`config.mk`:
```
export PLATFORM = sky130hd
export DESIGN_NAME = ssf_status_top
export DESIGN_NICKNAME = d
export VERILOG_FILES = /design/src/rtl/ssf_pkg.sv /design/src/rtl/ssf_cond_detect.sv /design/src/rtl/ssf_status_top.sv
export VERILOG_INCLUDE_DIRS = /design/src /design/src/rtl
export SDC_FILE = /design/constraint.sdc
export NUM_CORES = 1
export LEC_CHECK = 0
export BUFFER_PORTS_ARGS = -buffer_cell sky130_fd_sc_hd__buf_2
export CAP_MARGIN = 15
export CORE_MARGIN = 5
export CORE_UTILIZATION = 40
export DETAILED_ROUTE_END_ITERATION = 12
export GPL_ROUTABILITY_DRIVEN = 0
export PLACE_DENSITY_LB_ADDON = 0.1
export RECOVER_POWER = 25
export SYNTH_ARGS = -nofsm -noshare
export SYNTH_HDL_FRONTEND = slang
export SYNTH_SLANG_ARGS = --single-unit
```
`constraint.sdc`:
```
create_clock -name clk_sys -period 2.1 [get_ports clk_sys]
set_clock_uncertainty 0.05 [all_clocks]
set_input_delay 0.315 -clock clk_sys [delete_from_list [all_inputs] [get_ports clk_sys]]
set_output_delay 0.315 -clock clk_sys [all_outputs]
set_load 0.01 [all_outputs]
```
`src/rtl/ssf_params.svh`:
```
// offsets, field positions, reset values and encodings for the serial port status flags block
`ifndef SSF_PARAMS_SVH
`define SSF_PARAMS_SVH

// ************************************************************
// register byte offsets
// ************************************************************
`define SSF_OFS_CTRL        8'h00
`define SSF_OFS_OWN_ADDR    8'h04
`define SSF_OFS_BUFFER      8'h08
`define SSF_OFS_IRQ_STATUS  8'h0c
`define SSF_OFS_IRQ_MASK    8'h10
`define SSF_OFS_STATUS      8'h94

// ************************************************************
// serial_port_status field positions
// ************************************************************
`define SSF_ST_SAMPLE_PHASE 7
`define SSF_ST_CLOCK_EDGE   6
`define SSF_ST_DATA_ADDR    5
`define SSF_ST_HALT         4
`define SSF_ST_BEGIN        3
`define SSF_ST_READ_WRITE   2
`define SSF_ST_ADDR_UPDATE  1
`define SSF_ST_BUF_FULL     0
`define SSF_ST_WR_MASK      8'hc0

// ************************************************************
// control, interrupt fields
// ************************************************************
`define SSF_CTRL_PORT_EN    0
`define SSF_CTRL_TWO_WIRE   1
`define SSF_IRQ_BEGIN       0
`define SSF_IRQ_HALT        1
`define SSF_IRQ_BYTE        2

// ************************************************************
// reset values and counts
// ************************************************************
`define SSF_RST_STATUS      8'h00
`define SSF_RST_CTRL        2'h0
`define SSF_RST_OWN_ADDR    7'h00
`define SSF_RST_IRQ         3'h0
`define SSF_BITS_PER_BYTE   4'h8
`define SSF_LAST_DATA_BIT   4'h7

`endif

```
`src/rtl/ssf_pkg.sv`:
```
// types shared by the serial port status flags block
package ssf_pkg;

   typedef enum logic [2:0] {
      SSF_IDLE = 3'b000,
      SSF_ADDR = 3'b001,
      SSF_RX   = 3'b010,
      SSF_TX   = 3'b011,
      SSF_SKIP = 3'b100
   } ssf_link_state_t;

endpackage : ssf_pkg

```
`src/rtl/ssf_cond_detect.sv`:
```
// pin synchroniser with clock edge and start / stop condition detection
module ssf_cond_detect (
   input  wire logic clk_sys,    // system clock
   input  wire logic rst,        // synchronous reset, active high
   input  wire logic scl_in,     // clock pin level
   input  wire logic sda_in,     // data pin level
   output logic      scl_lvl,    // synchronised clock level
   output logic      sda_lvl,    // synchronised data level
   output logic      scl_rise,   // one-cycle pulse on clock rise
   output logic      scl_fall,   // one-cycle pulse on clock fall
   output logic      begin_seen, // one-cycle pulse on start condition
   output logic      halt_seen   // one-cycle pulse on stop condition
);

   logic [1:0] scl_meta;
   logic [1:0] sda_meta;
   logic       scl_prev;
   logic       sda_prev;
   logic [1:0] next_scl_meta;
   logic [1:0] next_sda_meta;

   // ************************************************************
   // two-stage synchronisers plus one history stage
   // ************************************************************
   always_comb begin
      next_scl_meta = {scl_meta[0], scl_in};
      next_sda_meta = {sda_meta[0], sda_in};
   end

   always_ff @(posedge clk_sys) begin
      if (rst) begin
         scl_meta <= 2'h3;
         sda_meta <= 2'h3;
         scl_prev <= 1'b1;
         sda_prev <= 1'b1;
      end else begin
         scl_meta <= next_scl_meta;
         sda_meta <= next_sda_meta;
         scl_prev <= scl_meta[1];
         sda_prev <= sda_meta[1];
      end
   end

   // only the second stage and the history stage are looked at
   assign scl_lvl    = scl_meta[1];
   assign sda_lvl    = sda_meta[1];
   assign scl_rise   = scl_meta[1] & ~scl_prev;
   assign scl_fall   = ~scl_meta[1] & scl_prev;
   assign begin_seen = scl_meta[1] & scl_prev & sda_prev & ~sda_meta[1];
   assign halt_seen  = scl_meta[1] & scl_prev & ~sda_prev & sda_meta[1];

endmodule : ssf_cond_detect

```
`src/rtl/ssf_status_top.sv`:
```
// serial port status register with two-wire slave tracking and AHB-Lite register access
`include "ssf_params.svh"

module ssf_status_top import ssf_pkg::*; (
   input  wire logic        clk_sys,   // system clock, 20 MHz
   input  wire logic        rst,       // synchronous reset, active high
   input  wire logic        hsel,      // ahb slave select
   input  wire logic [31:0] haddr,     // ahb address
   input  wire logic [1:0]  htrans,    // ahb transfer type
   input  wire logic        hwrite,    // ahb write
   input  wire logic [2:0]  hsize,     // ahb size, word only
   input  wire logic [31:0] hwdata,    // ahb write data
   input  wire logic        hready,    // ahb bus ready
   output logic             hreadyout, // ahb slave ready
   output logic [31:0]      hrdata,    // ahb read data
   output logic             hresp,     // ahb response, always okay
   input  wire logic        scl_in,    // two-wire clock pin
   input  wire logic        sda_in,    // two-wire data pin
   output logic             sda_out,   // data pin drive level, always low
   output logic             sda_oe,    // data pin pull-low enable
   output logic             irq        // level interrupt
);

   // ************************************************************
   // state
   // ************************************************************
   logic            dp_valid;
   logic [7:0]      dp_addr;
   logic            dp_write;
   logic [1:0]      ctrl;
   logic [6:0]      own_address;
   logic [7:0]      serial_buffer;
   logic [7:0]      status;
   logic [2:0]      irq_status;
   logic [2:0]      irq_mask;
   ssf_link_state_t link_state;
   logic [3:0]      bit_cnt;
   logic [7:0]      rx_shift;
   logic [7:0]      tx_shift;
   logic            acking;

   logic            next_dp_valid;
   logic [7:0]      next_dp_addr;
   logic            next_dp_write;
   logic            next_hreadyout;
   logic [31:0]     next_hrdata;
   logic [1:0]      next_ctrl;
   logic [6:0]      next_own_address;
   logic [7:0]      next_serial_buffer;
   logic [7:0]      next_status;
   logic [2:0]      next_irq_status;
   logic [2:0]      next_irq_mask;
   logic            next_irq;
   ssf_link_state_t next_link_state;
   logic [3:0]      next_bit_cnt;
   logic [7:0]      next_rx_shift;
   logic [7:0]      next_tx_shift;
   logic            next_acking;
   logic            next_sda_oe;

   // only the clock edges matter here, its synchronised level is left unconnected
   logic            sda_lvl;
   logic            scl_rise;
   logic            scl_fall;
   logic            begin_seen;
   logic            halt_seen;
   logic            port_en;
   logic            take;
   logic [7:0]      byte_in;
   logic [2:0]      events;

   ssf_cond_detect u_cond (
      .clk_sys    (clk_sys),
      .rst        (rst),
      .scl_in     (scl_in),
      .sda_in     (sda_in),
      .scl_lvl    (),
      .sda_lvl    (sda_lvl),
      .scl_rise   (scl_rise),
      .scl_fall   (scl_fall),
      .begin_seen (begin_seen),
      .halt_seen  (halt_seen)
   );

   assign port_en = ctrl[`SSF_CTRL_PORT_EN] & ctrl[`SSF_CTRL_TWO_WIRE];
   assign take    = hsel & htrans[1] & hready;
   assign byte_in = {rx_shift[6:0], sda_lvl};

   // ************************************************************
   // next-state logic: bus access first, link events after so a link update wins
   // ************************************************************
   always_comb begin
      next_dp_valid      = dp_valid;
      next_dp_addr       = dp_addr;
      next_dp_write      = dp_write;
      next_hreadyout     = hreadyout;
      next_hrdata        = hrdata;
      next_ctrl          = ctrl;
      next_own_address   = own_address;
      next_serial_buffer = serial_buffer;
      next_status        = status;
      next_irq_status    = irq_status;
      next_irq_mask      = irq_mask;
      next_link_state    = link_state;
      next_bit_cnt       = bit_cnt;
      next_rx_shift      = rx_shift;
      next_tx_shift      = tx_shift;
      next_acking        = acking;
      next_sda_oe        = sda_oe;
      events             = `SSF_RST_IRQ;

      // one wait state per transfer keeps read data coming from a flop
      if (dp_valid) begin
         next_dp_valid  = 1'b0;
         next_hreadyout = 1'b1;
         if (dp_write) begin
            case (dp_addr)
               `SSF_OFS_CTRL:       next_ctrl = hwdata[1:0];
               `SSF_OFS_OWN_ADDR:   next_own_address = hwdata[6:0];
               `SSF_OFS_BUFFER: begin
                  next_serial_buffer                 = hwdata[7:0];
                  next_status[`SSF_ST_BUF_FULL]      = 1'b1;
               end
               `SSF_OFS_STATUS: begin
                  // lower six bits are read-only
                  next_status = (hwdata[7:0] & `SSF_ST_WR_MASK) | (status & ~`SSF_ST_WR_MASK);
               end
               `SSF_OFS_IRQ_STATUS: next_irq_status = irq_status & ~hwdata[2:0];
               `SSF_OFS_IRQ_MASK:   next_irq_mask = hwdata[2:0];
               default: ;
            endcase
         end else begin
            case (dp_addr)
               `SSF_OFS_CTRL:       next_hrdata = {30'h0, ctrl};
               `SSF_OFS_OWN_ADDR:   next_hrdata = {25'h0, own_address};
               `SSF_OFS_BUFFER: begin
                  next_hrdata                   = {24'h0, serial_buffer};
                  next_status[`SSF_ST_BUF_FULL] = 1'b0;
               end
               `SSF_OFS_STATUS:     next_hrdata = {24'h0, status};
               `SSF_OFS_IRQ_STATUS: next_hrdata = {29'h0, irq_status};
               `SSF_OFS_IRQ_MASK:   next_hrdata = {29'h0, irq_mask};
               default:             next_hrdata = 32'h0;
            endcase
         end
      end else if (take) begin
         next_dp_valid  = 1'b1;
         next_dp_addr   = haddr[7:0];
         next_dp_write  = hwrite;
         next_hreadyout = 1'b0;
      end

      // ************************************************************
      // two-wire slave tracking
      // ************************************************************
      if (!port_en) begin
         next_link_state = SSF_IDLE;
         next_bit_cnt    = 4'h0;
         next_acking     = 1'b0;
         next_sda_oe     = 1'b0;
         next_status[`SSF_ST_HALT]       = 1'b0;
         next_status[`SSF_ST_BEGIN]      = 1'b0;
         next_status[`SSF_ST_READ_WRITE] = 1'b0;
         next_status[`SSF_ST_DATA_ADDR]  = 1'b0;
         next_status[`SSF_ST_BUF_FULL]   = 1'b0;
      end else if (begin_seen) begin
         next_status[`SSF_ST_BEGIN]      = 1'b1;
         next_status[`SSF_ST_HALT]       = 1'b0;
         next_status[`SSF_ST_READ_WRITE] = 1'b0;
         next_link_state = SSF_ADDR;
         next_bit_cnt    = 4'h0;
         next_acking     = 1'b0;
         next_sda_oe     = 1'b0;
         events[`SSF_IRQ_BEGIN] = 1'b1;
      end else if (halt_seen) begin
         next_status[`SSF_ST_HALT]       = 1'b1;
         next_status[`SSF_ST_BEGIN]      = 1'b0;
         next_status[`SSF_ST_READ_WRITE] = 1'b0;
         next_link_state = SSF_IDLE;
         next_bit_cnt    = 4'h0;
         next_acking     = 1'b0;
         next_sda_oe     = 1'b0;
         events[`SSF_IRQ_HALT] = 1'b1;
      end else if (scl_rise && link_state != SSF_IDLE) begin
         if (bit_cnt < `SSF_BITS_PER_BYTE) begin
            next_rx_shift = byte_in;
            next_tx_shift = {tx_shift[6:0], 1'b0};
            next_bit_cnt  = bit_cnt + 4'h1;
            if (bit_cnt == `SSF_LAST_DATA_BIT) begin
               case (link_state)
                  SSF_ADDR: begin
                     if (byte_in[7:1] == own_address) begin
                        next_status[`SSF_ST_READ_WRITE] = byte_in[0];
                        next_status[`SSF_ST_DATA_ADDR]  = 1'b0;
                        next_status[`SSF_ST_BUF_FULL]   = 1'b1;
                        next_serial_buffer = byte_in;
                        next_acking        = 1'b1;
                        events[`SSF_IRQ_BYTE] = 1'b1;
                     end else begin
                        next_link_state = SSF_SKIP;
                     end
                  end
                  SSF_RX: begin
                     next_serial_buffer = byte_in;
                     next_status[`SSF_ST_BUF_FULL]  = 1'b1;
                     next_status[`SSF_ST_DATA_ADDR] = 1'b1;
                     next_acking        = 1'b1;
                     events[`SSF_IRQ_BYTE] = 1'b1;
                  end
                  SSF_TX: begin
                     next_status[`SSF_ST_DATA_ADDR] = 1'b1;
                     events[`SSF_IRQ_BYTE] = 1'b1;
                  end
                  default: ;
               endcase
            end
         end else begin
            // ninth clock: acknowledge slot
            next_bit_cnt = 4'h0;
            next_acking  = 1'b0;
            case (link_state)
               SSF_ADDR: begin
                  if (status[`SSF_ST_READ_WRITE]) begin
                     next_link_state = SSF_TX;
                     next_tx_shift   = serial_buffer;
                     next_status[`SSF_ST_BUF_FULL] = 1'b0;
                  end else begin
                     next_link_state = SSF_RX;
                  end
               end
               SSF_TX: begin
                  if (sda_lvl) begin
                     // master declined: drop back and wait for a new start
                     next_link_state = SSF_IDLE;
                     next_status[`SSF_ST_READ_WRITE] = 1'b0;
                     next_status[`SSF_ST_DATA_ADDR]  = 1'b0;
                     next_status[`SSF_ST_BUF_FULL]   = 1'b0;
                  end else begin
                     next_tx_shift = serial_buffer;
                     next_status[`SSF_ST_BUF_FULL] = 1'b0;
                  end
               end
               default: ;
            endcase
         end
      end else if (scl_fall) begin
         // no clock stretching: software must reload the buffer within one bit time
         if (bit_cnt == `SSF_BITS_PER_BYTE && acking) begin
            next_sda_oe = 1'b1;
         end else if (link_state == SSF_TX && bit_cnt < `SSF_BITS_PER_BYTE) begin
            next_sda_oe = ~tx_shift[7];
         end else begin
            next_sda_oe = 1'b0;
         end
      end

      // hardware events win over a same-cycle write-one clear
      next_irq_status = next_irq_status | events;
      next_irq        = |(next_irq_status & next_irq_mask);
   end

   // ************************************************************
   // registers
   // ************************************************************
   always_ff @(posedge clk_sys) begin
      if (rst) begin
         dp_valid      <= 1'b0;
         dp_addr       <= 8'h00;
         dp_write      <= 1'b0;
         hreadyout     <= 1'b1;
         hrdata        <= 32'h0;
         hresp         <= 1'b0;
         ctrl          <= `SSF_RST_CTRL;
         own_address   <= `SSF_RST_OWN_ADDR;
         serial_buffer <= 8'h00;
         status        <= `SSF_RST_STATUS;
         irq_status    <= `SSF_RST_IRQ;
         irq_mask      <= `SSF_RST_IRQ;
         irq           <= 1'b0;
         link_state    <= SSF_IDLE;
         bit_cnt       <= 4'h0;
         rx_shift      <= 8'h00;
         tx_shift      <= 8'h00;
         acking        <= 1'b0;
         sda_oe        <= 1'b0;
         sda_out       <= 1'b0;
      end else begin
         dp_valid      <= next_dp_valid;
         dp_addr       <= next_dp_addr;
         dp_write      <= next_dp_write;
         hreadyout     <= next_hreadyout;
         hrdata        <= next_hrdata;
         hresp         <= 1'b0;
         ctrl          <= next_ctrl;
         own_address   <= next_own_address;
         serial_buffer <= next_serial_buffer;
         status        <= next_status;
         irq_status    <= next_irq_status;
         irq_mask      <= next_irq_mask;
         irq           <= next_irq;
         link_state    <= next_link_state;
         bit_cnt       <= next_bit_cnt;
         rx_shift      <= next_rx_shift;
         tx_shift      <= next_tx_shift;
         acking        <= next_acking;
         sda_oe        <= next_sda_oe;
         sda_out       <= 1'b0;
      end
   end

endmodule : ssf_status_top

```
======== Word level (Yosys, flattened, before mapping) ========
Index checks and enable logic that the tools add are counted.
W data, S select, Z words.
storage, ports and cells
  word-level logic and storage cells ...... 196
  output and inout port bits .............. 37
  register bits after elaboration ......... 105
operators by class
  magnitude comparators ................... 1
  bitwise gates (word level) .............. 26
  add/subtract/negate cells ............... 1
  multiplexer cells ....................... 84
  equal/unequal tests ..................... 23
  reduce and logical (&&, ||, !) cells .... 34
operator list
  kind                  count
  $mux W8               13
  $pmux W8 S6           1
  $mux W1               42
  $mux W3               12
  $pmux W8 S2           2
  $reduce_bool A3 Y1    6
  $eq A8 B4 Y1 const B  2
  $reduce_and A3 Y1     5
  $pmux W1 S2           6
  $reduce_and A6 Y1     2
  $not A1 Y1            11
  $and A1 B1 Y1         10
  $mux W5               2
  $ne A3 B3 Y1 const B  3
  $eq A8 B3 Y1 const B  1
  $eq A8 B5 Y1 const B  1
  $eq A8 B8 Y1 const B  1
  $logic_not A8 Y1      1
  $ne A4 B3 Y1 const B  2
  $or A8 B6 Y8          1
  $reduce_bool A2 Y1    4
  $eq A7 B7 Y1          1
  $reduce_and A7 Y1     1
  $and A3 B3 Y3         2
  other kinds (26)      37

======== Longest topological paths before layout ========
  depth in word-level cells ............... 12
  mapped depth ............................ 7
  mapped depth without buffers ............ 6

======== Modules after synthesis ========
A second synthesis with hierarchy kept.
unflattened totals
  cell total of the unflattened synthesis .. 459
  area, all modules ....................... 3,990.1 µm²
by module, submodules not included
  module           area each (µm²)  seq. area each (µm²)  times used  cells each
  ssf_status_top   3,799.9          1,481.4               1           443
  ssf_cond_detect  190.2            120.1                 1           16

======== Least setup slack after synthesis ========
Ideal clock, no wire load.
  kind .................................... reg2reg
  start point ............................. register dp_addr[0]
  end point ............................... register own_address[6]
  stages on the path, launching flop included .. 8
  arrival ................................. 1,550 ps
  setup slack ............................. 372 ps
  library setup time ...................... 128 ps
  buffers on the path ..................... 2
  path through ............................ dfxtp_1 > nor4_2 > buf_4 > nand2_2 > nor4b_2 > buf_4 > mux2i_1 > nor2_1
between the ends
  word-level cells in the longest chain between the ends .. 2
RTL lines
  element                             RTL line               source
  from (decl)                         ssf_status_top.sv:28   logic [7:0] dp_addr;
  from (signal assigned)              ssf_status_top.sv:289  dp_addr <= next_dp_addr;
  $eq A8 B3 Y1                        ssf_status_top.sv:117  case (dp_addr)
  $reduce_and A3 Y1 (no source line)  --
  to (signal assigned)                ssf_status_top.sv:274  own_address <= `SSF_RST_OWN_ADDR;
  to (signal assigned)                ssf_status_top.sv:295  own_address <= next_own_address;
  to (decl)                           ssf_status_top.sv:31   logic [6:0] own_address;
No other way between the ends.
A chain may end at the register's enable or synchronous reset.

======== Final worst setup path ========
  start point ............................. register own_address[6]
  end point ............................... register status[2]
between the ends
  word-level cells in the longest chain between the ends .. 6
RTL lines
  element               RTL line               source
  $eq A7 B7 Y1          ssf_status_top.sv:192  if (byte_in[7:1] == own_address) begin
  $mux W1               ssf_status_top.sv:192
  $mux W1               ssf_status_top.sv:190  case (link_state)
  $mux W1               ssf_status_top.sv:189  if (bit_cnt == `SSF_LAST_DATA_BIT) begin
  $mux W1               ssf_status_top.sv:185  if (bit_cnt < `SSF_BITS_PER_BYTE) begin
  $mux W1               ssf_status_top.sv:184  end else if (scl_rise && link_state != SSF_IDLE) begin
  to (signal assigned)  ssf_status_top.sv:276  status <= `SSF_RST_STATUS;
  to (signal assigned)  ssf_status_top.sv:297  status <= next_status;
  to (decl)             ssf_status_top.sv:33   logic [7:0] status;
No other way between the ends.

==> summary.md <==
| Metric | Value |
|---|---|
| Status | `completed` |
| Hold path cells | `2` |
| Port bufs | `34` |
| Met2 Use GR | `0.2873` |
| Layout cells sized above 1 | `0.1704` |
| PnR worst setup slack | `123.1 ps` |
| Via density | `slightly above 5` |
| Worst-margin pin slew | `997.0 ps` |
| Critical path fanouts, max | `6` |
| Maximum capacitance violations | `0` |
| Clock buffer depth | `2` |
| Die Ht | `109.3 um` |
| Total CTS buffers | `9` |
| Die Wd | `109.3 um` |
| Worst Setup End Kind | `register` |
| Hold Path End | `u_cond.sda_meta[0]$_SDFF_PP1_` |
| Share of power burned in registers | `0.515` |
| Vias in the first global route | `3082` |
| Share of flip-flops with an asynchronous set or reset | `0` |
| Crit Path Category | `reg -> reg` |
| Synth unique cells | `60` |
| Hold_sp | `sda_in` |
| I/O pin count | `113` |
| Antenna-violating nets left | `0` |
| Pint | `2281 uW` |
| Avg Inst Size Synth | `8.920 um^2` |
| Place WS | `168.4 ps` |
| Initial Utilization | `0.4071` |
| Worst Setup Start Kind | `register` |
| Top cell type's share of synthesized area | `0.4062` |
| Syn. warnings | `0` |
| Post-synthesis sequential area ratio | `0.4062` |
| Total GRT Usage | `0.1788` |
| Synth top area cells | `dfxtp_1 41%, mux2i_1 9.9%, buf_4 5.3%` |
| First-pass GRT wire length | `16.30 mm` |
| Worst EP required | `2340 ps` |
| CTS hold repair buffers | `0` |
| R2R Setup Slk | `~120 ps` |
| Sw power | `710.2 uW` |
| #FFs+latches synth | `80` |
| Post-CTS setup buffer count | `0` |
| Cells after Synth | `442` |
| Max-slew headroom | `0.3354` |
| Initial antenna violation count | `0` |
| Worst R2R Path Depth | `5` |
| TritonCTS clock tree | `yes` |
| Clock network fraction of design power | `0.433` |
| Post-synth EDFFs | `0` |
| Largest net degree at the start of global routing | `27` |
| Worst Setup SP | `own_address[6]$_SDFFE_PP0P_` |
| Total Power | `2991 uW` |
| Clk sink count | `80` |
| Hpwl dp | `7.596 mm` |
| R2r startpoint | `own_address[6]$_SDFFE_PP0P_` |
| Setup Viol. Count Final | `0` |
| Lkg Pwr | `approximately 0.0018 uW` |
| Max Fclk | `approximately 510 MHz` |
| DR DRC count | `0` |
| Dominant cell type by area after synthesis | `dfxtp_1` |
| Core area | `about 0.0097 mm^2` |
| Average wire per standard cell | `16.31 um` |
| Final critical-path share of the clock period | `0.9414` |
| Reg-to-reg endpoint | `status[2]$_SDFFE_PP0P_` |
| Pre-antenna DRT Iters | `4` |
| RSZ-0062 raised after global routing | `no` |
| Resize count post-CTS | `0` |
| Final Hold Fails | `0` |
| Tmin final | `1977 ps` |
| Root Buffer | `clkbuf_8` |
| Switching portion of total power | `0.2374` |
| Met3 GRT Util | `0.02783` |
| Met1 usage | `0.2385` |
| Combinational fraction of design power | `0.052` |
| Total Nets Final | `566` |
| Most used DFF post-synth | `dfxtp_1` |
| Clk slew on worst S/H paths | `90 ps` |
| Final TNS setup | `0 ps` |
| WL final | `a little over 10 mm` |
| Die area | `0.01194 mm^2` |
| Worst-Skew Late Latency | `360 ps` |
| Final Slew Violations | `0` |
| Diodes inserted | `0` |
| Std cell rows | `36` |
| Total gr overflow | `0` |
| Cell Area, Synth | `0.003943 mm^2` |
| DR vias | `between 3000 and 4000` |
| Iter 0 DRT Violations | `233` |
| GRT busiest layer | `met2` |
| Max rail drop VDD | `approximately 0.27 mV` |
| Pwr dens | `669.5 mW/mm^2` |
| Crit path DAT | `2210 ps` |
| Area grow syn2layout | `13.33%` |
| H-tree Lvls | `3` |
| Hold crit path type | `in -> reg` |
| Most common cell in the netlist | `dfxtp_1` |
| Top post-synthesis cells by count | `80 x dfxtp_1, 48 x nand2_1, 43 x nor2_1, 39 x mux2i_1, 29 x a21oi_1` |
routing by layer:
layer	vias up	share of wire
met5	-	0
met4	0	0.020
met1	1523	0.48
met2	55	0.47
met3	14	0.035
li1	1619	-
final cells by class:
class | count | area [um^2]
multi-input combinational | 332 | 2108
clock inverter | 6 | 91.34
tap | 133 | 166.4
clock buffer | 10 | 137.6
timing repair buffer | 58 | 336.6
inverter | 7 | 26.28
sequential | 80 | 1602
fill | 1023 | 5216
power groups by stage:
stage | combinational, uW | sequential [uW] | clock (uW)
after global placement | 154 | 1580 | 0
after floorplan | 130 | 1570 | 0
after global routing | 171 | 1540 | 1380
final | 154 | 1540 | 1300
after detailed placement | 156 | 1580 | 0
after CTS | 157 | 1540 | 1330
cell families (layout without fill, tap and decap cells):
kind of cell / count (synthesis) / count (layout) / share of synthesized area
buffers and inverters: 55 / 81 / 0.08283
xor gates and xnor gates: 9 / 9 / 0.01999
adders and majority gates: 2 / 2 / 0.006346
other: 1 / 26 / 0.0009512
and+or+nand+nor: 164 / 164 / 0.2193
muxes: 48 / 48 / 0.1276
DFF: 80 / 80 / 0.4062
AOI/OAI and AO/OA: 83 / 83 / 0.1368
worst max path at each step:
stage	slack (ps)	to	depth (start not counted)
after detailed placement	170	status[2]$_SDFFE_PP0P_	5
final	120	status[2]$_SDFFE_PP0P_	5
after global routing	30	status[7]$_SDFFE_PP0P_	5
after global placement	170	status[2]$_SDFFE_PP0P_	5
after CTS	130	status[2]$_SDFFE_PP0P_	5
after floorplan	370	own_address[6]$_SDFFE_PP0P_	7
worst max-delay path: stages, from the launching register on:
cell	delay, ps
dfxtp_1	340
xnor2_1	310
nand4_1	180
or2_1	360
or4_1	520
a21oi_1	150
sequential cells by signal, indices dropped and copies added, names as in the netlist:
name,count
u_cond.sda_meta,2
dp_addr,8
own_address,7
bit_cnt,4
status,7
serial_buffer,8
tx_shift,8
hreadyout,1
dp_write,1
link_state,3
rx_shift,7
acking,1
ctrl,2
irq_mask,3
u_cond.scl_prev,1
u_cond.sda_prev,1
dp_valid,1
irq_status,3
irq,1
u_cond.scl_meta,2
hrdata,8
sda_oe,1
stage by stage:
| step | cell area [um^2] | hold slack [ps] | utilization | instances |
|---|---|---|---|---|
| after global routing | 4468 | 84.23 | 0.4614 | 626 |
| after floorplan | 4036 | 339.5 | - | 467 |
| after global placement | 4265 | 347.0 | 0.4404 | 610 |
| after detailed placement | 4265 | 345.8 | 0.4404 | 610 |
| after CTS | 4494 | 71.31 | 0.4641 | 626 |
| final | 4468 | 82.70 | 0.4614 | 626 |
layout by cell type, fill, tap and decap left out, types with 3 or more instances in the layout:
cell type / count
dfxtp_1: 80
nand2_1: 48
nor2_1: 43
mux2i_1: 39
a21oi_1: 29
conb_1: 26
buf_2: 22
buf_4: 20
o21ai_0: 15
clkbuf_1: 15
clkbuf_8: 10
xnor2_1: 9
nand4_1: 9
nand3_1: 8
mux2_2: 8
o2bb2ai_1: 8
inv_1: 7
nor2b_1: 6
and2_1: 6
nand2b_1: 5
nor3_1: 5
a31oi_1: 5
nand3b_1: 5
a211oi_1: 4
or2_2: 4
and3_1: 4
a222oi_1: 4
nor4_2: 3
a22oi_1: 3
clkinvlp_4: 3
(Power assumes the default switching activity.)
